<file path="src/hdl/mqpc_defines.svh">
`ifndef MQPC_DEFINES_SVH
`define MQPC_DEFINES_SVH

// ****************************************
// register byte offsets
// ****************************************
`define MQPC_OFS_CTRL 12'h200
`define MQPC_OFS_IF_TOP 12'h204
`define MQPC_OFS_IF_BOT 12'h208
`define MQPC_OFS_IRQ_STS 12'h220
`define MQPC_OFS_IRQ_MSK 12'h224

// ****************************************
// control and pointer register field positions
// ****************************************
`define MQPC_BASE_LSB 20
`define MQPC_EMPTY_LSB 12
`define MQPC_FULL_LSB 8
`define MQPC_SIZE_LSB 4
`define MQPC_RBO_BIT 1
`define MQPC_DIS_BIT 0
`define MQPC_PTR_LSB 2

// ****************************************
// reset values and markers
// ****************************************
`define MQPC_RST_BASE 12'h000
`define MQPC_RST_SIZE 3'h0
`define MQPC_RST_PTR 18'h00000
`define MQPC_RST_EMPTY 4'hF
`define MQPC_RST_FULL 4'h0
`define MQPC_EQ_MARK 32'h0FFFFFFF
`define MQPC_ALL_ONES 32'hFFFFFFFF

// ****************************************
// entry index masks per depth select
// ****************************************
`define MQPC_MASK_256 18'h000FF
`define MQPC_MASK_1K 18'h003FF
`define MQPC_MASK_4K 18'h00FFF
`define MQPC_MASK_16K 18'h03FFF
`define MQPC_MASK_64K 18'h0FFFF

`endif

</file>
<file path="src/hdl/mqpc_pkg.sv">
package mqpc_pkg;

  // depth select codes
  typedef enum logic [2:0] {
    MQPC_D256 = 3'h0,
    MQPC_D1K = 3'h1,
    MQPC_D4K = 3'h2,
    MQPC_D16K = 3'h3,
    MQPC_D64K = 3'h4
  } mqpc_depth_e;

  typedef logic [17:0] mqpc_ptr_t;

  typedef struct packed {
    logic [11:0] base;
    logic [2:0] size;
    logic rbo;
    logic qdis;
    logic [3:0][17:0] top;
    logic [3:0][17:0] bot;
    logic [3:0] empty;
    logic [3:0] full;
    logic [7:0] sts;
    logic [7:0] msk;
    logic [31:0] prdata;
    logic pready;
    logic pslverr;
    logic irq;
    logic [31:0] q_rdata;
    logic q_rvalid;
  } mqpc_state_s;

endpackage

</file>
<file path="src/hdl/mqpc_top.sv">
// Functional notes
// - writable queue region base in bits 31:20, one-megabyte aligned
// - four equal-size queues; only queue 0 can be placed anywhere inside the base region, queues 1..3 stay at its start
// - read-only empty flag per queue, one when empty, set by reset
// - read-only full flag per queue, one when full, cleared by reset
// - depth select 0..4 gives 256, 1K, 4K, 16K, 64K entries
// - entries are 32-bit words; total memory is four single queues
// - bottom-read option zero returns the real bottom pointer
// - option one with equal pointers returns the marker value instead
// - access-disable bit set: queue writes dropped, queue reads return all ones
// - pointer registers show the region base read-only in bits 31:20
// - device advances inbound free bottom by four, wrapping at depth
//
// The implementer's own choice: register access over APB.
`include "mqpc_defines.svh"

module mqpc_top (
  // clock and reset
  input wire logic ref_clk,
  input wire logic sys_rst,
  // apb slave
  input wire logic psel,
  input wire logic penable,
  input wire logic pwrite,
  input wire logic [11:0] paddr,
  input wire logic [31:0] pwdata,
  output logic [31:0] prdata,
  output logic pready,
  output logic pslverr,
  // queue side accesses, push and pop one bit per queue, one shared read return
  input wire logic [3:0] q_push,
  input wire logic [3:0] q_pop,
  output logic [31:0] q_rdata,
  output logic q_rvalid,
  // flags and interrupt
  output logic [3:0] q_empty,
  output logic [3:0] q_full,
  output logic irq
);

  mqpc_pkg::mqpc_state_s s_q;
  mqpc_pkg::mqpc_state_s s_d;

  logic [17:0] idx_mask;
  logic [3:0][17:0] top_inc;
  logic [3:0][17:0] bot_inc;
  logic [3:0] nx_empty;
  logic [3:0] nx_full;
  logic acc;
  logic wr_acc;
  logic [31:0] ctrl_rd;
  logic [31:0] bot_rd;

  // ****************************************
  // depth decode
  // ****************************************
  always_comb begin
    unique case (mqpc_pkg::mqpc_depth_e'(s_q.size))
      mqpc_pkg::MQPC_D256: idx_mask = `MQPC_MASK_256;
      mqpc_pkg::MQPC_D1K: idx_mask = `MQPC_MASK_1K;
      mqpc_pkg::MQPC_D4K: idx_mask = `MQPC_MASK_4K;
      mqpc_pkg::MQPC_D16K: idx_mask = `MQPC_MASK_16K;
      mqpc_pkg::MQPC_D64K: idx_mask = `MQPC_MASK_64K;
      default: idx_mask = `MQPC_MASK_256;
    endcase
  end

  // ****************************************
  // per-queue pointer arithmetic
  // ****************************************
  for (genvar g = 0; g < 4; g++) begin : g_q
    // one entry is one word, so four bytes per step, wrapped at depth
    assign top_inc[g] = (s_q.top[g] & ~idx_mask) | ((s_q.top[g] + 18'h00001) & idx_mask);
    assign bot_inc[g] = (s_q.bot[g] & ~idx_mask) | ((s_q.bot[g] + 18'h00001) & idx_mask);
  end

  // ****************************************
  // register read views
  // ****************************************
  assign acc = psel && penable && s_q.pready;
  assign wr_acc = acc && pwrite && !s_q.pslverr;

  always_comb begin
    ctrl_rd = 32'h00000000;
    ctrl_rd[31:`MQPC_BASE_LSB] = s_q.base;
    ctrl_rd[`MQPC_EMPTY_LSB +: 4] = {s_q.empty[0], s_q.empty[1], s_q.empty[2], s_q.empty[3]};
    ctrl_rd[`MQPC_FULL_LSB +: 4] = {s_q.full[0], s_q.full[1], s_q.full[2], s_q.full[3]};
    ctrl_rd[`MQPC_SIZE_LSB +: 3] = s_q.size;
    ctrl_rd[`MQPC_RBO_BIT] = s_q.rbo;
    ctrl_rd[`MQPC_DIS_BIT] = s_q.qdis;
    if (s_q.rbo && ((s_q.top[0] ^ s_q.bot[0]) & idx_mask) == 18'h00000) begin
      bot_rd = `MQPC_EQ_MARK;
    end else begin
      bot_rd = {s_q.base, s_q.bot[0], 2'h0};
    end
  end

  // ****************************************
  // next state
  // ****************************************
  always_comb begin
    s_d = s_q;
    s_d.q_rvalid = 1'b0;
    // apb: one wait state, answer in second access cycle
    s_d.pready = psel && penable && !s_q.pready;
    // error stands only with pready
    s_d.pslverr = 1'b0;
    if (psel && penable && !s_q.pready) begin
      unique case (paddr)
        `MQPC_OFS_CTRL: s_d.prdata = ctrl_rd;
        `MQPC_OFS_IF_TOP: s_d.prdata = {s_q.base, s_q.top[0], 2'h0};
        `MQPC_OFS_IF_BOT: s_d.prdata = bot_rd;
        `MQPC_OFS_IRQ_STS: s_d.prdata = {24'h000000, s_q.sts};
        `MQPC_OFS_IRQ_MSK: s_d.prdata = {24'h000000, s_q.msk};
        default: begin
          s_d.prdata = 32'h00000000;
          s_d.pslverr = 1'b1;
        end
      endcase
    end
    if (wr_acc) begin
      unique case (paddr)
        `MQPC_OFS_CTRL: begin
          s_d.base = pwdata[31:`MQPC_BASE_LSB];
          s_d.size = pwdata[`MQPC_SIZE_LSB +: 3];
          s_d.rbo = pwdata[`MQPC_RBO_BIT];
          s_d.qdis = pwdata[`MQPC_DIS_BIT];
        end
        `MQPC_OFS_IF_TOP: s_d.top[0] = pwdata[19:`MQPC_PTR_LSB];
        `MQPC_OFS_IF_BOT: s_d.bot[0] = pwdata[19:`MQPC_PTR_LSB];
        `MQPC_OFS_IRQ_STS: s_d.sts = s_q.sts & ~pwdata[7:0];
        `MQPC_OFS_IRQ_MSK: s_d.msk = pwdata[7:0];
        default: s_d.msk = s_q.msk;
      endcase
    end
    // queue-side accesses, dropped while disabled
    for (int i = 0; i < 4; i++) begin
      if (q_push[i] && !s_q.qdis && i != 0) begin
        s_d.top[i] = top_inc[i];
      end
      if (q_pop[i] && !s_q.qdis) begin
        s_d.bot[i] = bot_inc[i];
      end
    end
    if (|q_pop) begin
      s_d.q_rvalid = 1'b1;
      s_d.q_rdata = `MQPC_ALL_ONES;
      for (int i = 3; i >= 0; i--) begin
        if (q_pop[i] && !s_q.qdis) begin
          s_d.q_rdata = {s_q.base, s_q.bot[i], 2'h0};
        end
      end
    end
    // flags follow every pointer change, compared modulo depth
    for (int i = 0; i < 4; i++) begin
      nx_empty[i] = ((s_d.top[i] ^ s_d.bot[i]) & idx_mask) == 18'h00000;
      nx_full[i] = (((s_d.top[i] + 18'h00001) ^ s_d.bot[i]) & idx_mask) == 18'h00000;
    end
    s_d.empty = nx_empty;
    s_d.full = nx_full;
    // sticky events: became non-empty, became full; set wins over clear
    for (int i = 0; i < 4; i++) begin
      if (s_q.empty[i] && !nx_empty[i]) begin
        s_d.sts[i] = 1'b1;
      end
      if (!s_q.full[i] && nx_full[i]) begin
        s_d.sts[4 + i] = 1'b1;
      end
    end
    s_d.irq = |(s_d.sts & s_d.msk);
  end

  // ****************************************
  // state register
  // ****************************************
  always_ff @(posedge ref_clk) begin
    if (sys_rst) begin
      s_q <= '0;
      s_q.base <= `MQPC_RST_BASE;
      s_q.size <= `MQPC_RST_SIZE;
      s_q.empty <= `MQPC_RST_EMPTY;
      s_q.full <= `MQPC_RST_FULL;
    end else begin
      s_q <= s_d;
    end
  end

  // ****************************************
  // outputs
  // ****************************************
  assign prdata = s_q.prdata;
  assign pready = s_q.pready;
  assign pslverr = s_q.pslverr;
  assign q_rdata = s_q.q_rdata;
  assign q_rvalid = s_q.q_rvalid;
  assign q_empty = s_q.empty;
  assign q_full = s_q.full;
  assign irq = s_q.irq;

endmodule

</file>
<file path="config.mk">
export PLATFORM = sky130hd
export DESIGN_NAME = mqpc_top
export DESIGN_NICKNAME = d
export VERILOG_FILES = /design/src/hdl/mqpc_pkg.sv /design/src/hdl/mqpc_top.sv
export VERILOG_INCLUDE_DIRS = /design/src /design/src/hdl
export SDC_FILE = /design/constraint.sdc
export NUM_CORES = 1
export LEC_CHECK = 0
export ABC_AREA = 1
export BUFFER_PORTS_ARGS = -buffer_cell sky130_fd_sc_hd__buf_2
export CORE_UTILIZATION = 55
export DETAILED_ROUTE_END_ITERATION = 6
export GPL_TIMING_DRIVEN = 0
export PLACE_DENSITY = 0.77
export SLEW_MARGIN = 20
export SYNTH_ARGS = -nofsm -noshare
export SYNTH_HDL_FRONTEND = slang
export SYNTH_SLANG_ARGS = --single-unit
export TNS_END_PERCENT = 20
</file>
<file path="constraint.sdc">
create_clock -name ref_clk -period 2.9 [get_ports ref_clk]
set_clock_uncertainty 0.2 [all_clocks]
set_input_delay 0.145 -clock ref_clk [delete_from_list [all_inputs] [get_ports ref_clk]]
set_output_delay 0.145 -clock ref_clk [all_outputs]
set_load 0.02 [all_outputs]
</file>
Yosys cells after proc, flatten, opt, wreduce, memory -nomap -nowiden
Index checks and enable logic that the tools add are counted.
- output and inout bits: 76
- latch bits: 0
- bits in registers: 253
- bits in read-only memories: 0
- bits of input ports: 57
- memories: 0
- bits in writable memories: 0
- logic and storage cells: 163
- multiplexer cells: 31
- div/mod/pow operators: 0
- $add $sub $neg: 11
- bitwise logic cells: 44
- reductions and logical operators: 46
- multipliers: 0
- order comparisons: 0
- equal/unequal tests: 9
- shift-type cells: 0
- operators with widths (kind ; number):
    $and 18x18->18 ; 23
    $add 18x1->18 const B ; 11
    $mux 18 ; 11
    $logic_not 18->1 ; 9
    $xor 18x18->18 ; 9
    $mux 32 ; 5
    $pmux 32 s5 ; 1
    $or 18x18->18 ; 7
    $pmux 16 s4 ; 1
    $eq 12x10->1 const B ; 5
    $logic_and 1x1->1 ; 21
    $not 18->18 ; 1
    $and 8x8->8 ; 2
    $mux 16 ; 1
    $mux 8 ; 2
    $logic_not 1->1 ; 11
    $mux 1 ; 10
    $not 8->8 ; 1
    $reduce_or 8->1 ; 1
    $eq 3x2->1 const B ; 2
    $reduce_or 5->1 ; 1
    $reduce_or 4->1 ; 1
    $eq 3x1->1 const B ; 1
    $eq 3x3->1 const B ; 1
    3 further kinds ; 3

Logic depth before layout (Yosys ltp)
- word-level depth: 14
- mapped depth: 25
- depth with buffers taken out: 24

Worst setup path before layout
No wires, ideal clock.
- kind: flip-flop to flip-flop
- from: register s_q, in the netlist pready
- to: register s_q, in the netlist irq
- arrival: 2.608 ns
- setup slack: -0.036 ns
- required time: 2.572 ns
- buffers on the path: 1
- setup time: 0.128 ns
- stages on the path, launching flop included: 20
- period minus slack after synthesis: 2.936 ns
- cell sequence: dfxtp_1 > nand3_1 > nor2_4 > nand3_2 > buf_2 > o21ai_2 > ha_1 > nand3_1 > nor2_1 > nand3_1 > nand2_1 > nand3_1 > nand2_1 > nor2_1 > nand3_1 > nand2_1 > nand2_1 > nand2_1 > nor2_1 > nor2_1
- RTL lines (item ; RTL line ; text):
    from (decl) ; mqpc_top.sv:41 ; mqpc_pkg::mqpc_state_s s_q;

==> flow_metrics.env <==
export IMPL_peakVddDrop_uv=377
export IMPL_grt_pass1_wl_mm=98.1
export IMPL_synth_compound_area_share_pct=11.1
export IMPL_synthSimpleGateAreaFrac_pct=43.4
export IMPL_period_minus_slack_ps=3320
export IMPL_route_detailed_drc=4
export IMPL_ctsLongestPathBuffers=3
export IMPL_p_total_mw=8.77
export IMPL_vias=20414
export IMPL_tns_ps=-1010
export IMPL_die_h_um=176
export IMPL_max_freq_ghz=0.301
export IMPL_grt_total_usage_pct=41.1
export IMPL_place_congestion=0.992
export IMPL_clock_latency_ps=560
export IMPL_drive_gt1_share_pct=19.7
export IMPL_syn_num_nets=2859
export IMPL_syn_area_per_cell_um2=5.97
export IMPL_fp_dieArea_um2=31000
export IMPL_gr_total_overflow=0
export IMPL_violations="design-rule violations, negative setup slack"
export IMPL_cap_violations=0
export IMPL_grt_pass1_vias=17991
export IMPL_antenna_found_initial=0
export IMPL_synth_top_family_by_area="simple AND/OR/NAND/NOR gates"
export IMPL_viasPerCell=5.90
export IMPL_synth_seq_cells=240
export IMPL_synth_cells=2790
export IMPL_required_ps=3170
export IMPL_slew_violations=0
export IMPL_core_um2=29700
export IMPL_yosys_area_top_type_share_pct=28.9
export IMPL_setup_slack_ps=-418
export IMPL_wl_mm=68.0
export IMPL_yosysMostFrequentCell="nand2_1"
export IMPL_ys_top_cells_by_area="dfxtp_1, nand2_1, nand3_1"
export IMPL_dr_pass1_iters=7
export IMPL_synthAdderAreaFrac_pct=0.902
export IMPL_tightest_slew_ps=1120
export IMPL_grt_max_degree=14
export IMPL_ys_seq_area_share_pct=28.9
export IMPL_n_antenna_cell=0
export IMPL_rows=63
export IMPL_synth_xor_xnor_area_share_pct=2.83
export IMPL_status="finished, violations left"
export IMPL_die_x_um=176
export IMPL_syn_area_um2=16600
export IMPL_ant_nets=0
export IMPL_relSlewSlack_pct=25.3
export IMPL_cts_tree="yes"
export IMPL_synth_top_area_cell="dfxtp_1"
export IMPL_num_nets_final=3117
export IMPL_post_route_util_pct=70.5
export IMPL_cp_end_kind="flip-flop"
export IMPL_ys_warn_count=0
export IMPL_wl_per_cell_um=19.7
export IMPL_cts_root_buf="clkbuf_16"
export IMPL_dpl_cell_count=3311
export IMPL_finalSetupViolCount=4
export IMPL_holdCritPathClass="input port to flip-flop"
export IMPL_synth_mux_area_share_pct=0
export IMPL_synth_edf_count=0
export IMPL_rsz0062_at_grt="yes"
export IMPL_stdcell_count=3460
export IMPL_synth_common_cells="nand2_1, nor2_1, inv_1"
export IMPL_finalHoldViolations=0
export IMPL_hpwl_mm=50.1
export IMPL_async_flop_share_pct=0
export IMPL_io_buffers=130
export IMPL_period_share_pct=114
export IMPL_yosys_cell_types_count=50
export IMPL_cts_htree_levels=1
export IMPL_cts_buffers=28
export IMPL_crit_arrival_ps=3590
export IMPL_nFillCells=2566
export IMPL_path_max_fanout=7
export IMPL_drtIter0Drc=2576
export IMPL_pin_count=133
export IMPL_yosys_most_used_dff="dfxtp_1"
export IMPL_start_util_pct=56.0
export IMPL_crit_type="flip-flop to flip-flop"
export IMPL_critPathLaunchType="flip-flop"
export IMPL_p_leak_nw=9.36
export IMPL_area_growth_pct=25.8
export IMPL_numClockSinks=240
export IMPL_power_density_nw_per_um2=419
export IMPL_clk_pin_slew_ps=60
## per-stage QoR
| stage | worst slack, ps | hold slack (ps) | area [µm²] |
|---|---|---|---|
| 2_1_floorplan | 21.8 | 136 | 16600 |
| 3_3_place_gp | -1060 | 237 | 17800 |
| 3_5_place_dp | -1070 | 243 | 17800 |
| 4_1_cts | -221 | 1.83 | 19900 |
| 5_1_grt | -620 | 87.0 | 20900 |
| 6_report | -418 | 35.9 | 20900 |
## sequential cells by signal, indices dropped and copies added, names as in the netlist, named ones only
name and count:
irq 1, s_q 144, q_rvalid 1, q_full 4, pready 1, pslverr 1
ctrl_rd 17, q_rdata 31, prdata 32, q_empty 4
## area by class of cell
cell class	instances	area (µm²)	area share [%]
multi-input cells	2073	10700	51.1
flip-flops and latches	240	4830	23.1
repair buffers	229	1570	7.50
inverters	316	1200	5.74
plain buffers	160	1100	5.26
clock buffers	38	840	4.01
well taps	390	488	2.33
clock inverters	14	205	0.980
## logic make-up (layout without fill, tap and decap cells)
family / Yosys count / in the layout
flip-flops: 240 / 240
AO/OA/AOI/OAI: 333 / 333
buffers and inverters: 477 / 757
AND/OR/NAND/NOR: 1675 / 1675
adder cells (fa/ha/maj): 12 / 12
XOR/XNOR: 53 / 53
## final timing paths
| path | slack (ps) | from | to | cells past startpoint |
|---|---|---|---|---|
| max | -420 | ctrl_rd[0]$_SDFFE_PP0P_ | irq$_SDFF_PP0_ | 20 |
| min | 40 | q_pop[3] | s_q[160]$_SDFF_PP0_ | 8 |
| max reg2reg | -420 | ctrl_rd[0]$_SDFFE_PP0P_ | irq$_SDFF_PP0_ | 20 |
| min reg2reg | 260 | flip-flop | flip-flop | 2 |
## critical path: stages (launching register included)
cell and delay [ps]:
dfxtp_4 500, clkinv_8 170, nand2_8 120, buf_8 120, nand2_1 60, nand2_2 90
inv_2 60, ha_4 230, xor2_1 150, nor3_1 310, nand3_1 160, nor3_2 190
nand2_1 120, nor2_2 130, nand4_1 120, buf_6 170, nand2_1 50, nand2_1 40
nand2_1 80, nor2_1 40, nor2_1 90
## report_power, final
part	total, mW	switching (mW)	internal (mW)
registers	3.49	0.102	3.38
clock network	4.01	1.54	2.47
logic	1.28	0.805	0.474
## layout by cell type (no fill, tap or decap), drive strengths merged, types with 12 or more instances in the layout
| cell type | synthesis | layout |
|---|---|---|
| a21oi | 107 | 107 |
| buf | 105 | 279 |
| clkbuf | 56 | 98 |
| clkinv | 5 | 13 |
| dfxtp | 240 | 240 |
| dlygate4sd3 | 0 | 49 |
| ha | 12 | 12 |
| inv | 311 | 311 |
| nand2 | 908 | 908 |
| nand3 | 276 | 276 |
| nand3b | 18 | 18 |
| nand4 | 83 | 83 |
| nor2 | 353 | 353 |
| nor3 | 25 | 25 |
| o21ai | 166 | 166 |
| o22ai | 16 | 16 |
| xnor2 | 24 | 24 |
| xor2 | 29 | 29 |
## what timing repair did
action,CTS,global route
endpoints found under the setup margin,66,35
cloned,0,1
resized for setup,132,202
setup buffers,13,35
hold buffers,49,0
pin swaps,19,73
endpoints found under the hold margin,87,0
## layer usage
layer	track usage, %	routed length [µm]	up-vias	share of wire [%]
met4	19.0	3690	0	5.4
met5	0	0	-	0
met1	55.3	27100	9330	40
li1	-	-	9444	-
met2	63.3	28900	1344	42
met3	8.10	8410	296	12
Note: power is estimated with default switching activity, not from simulation.
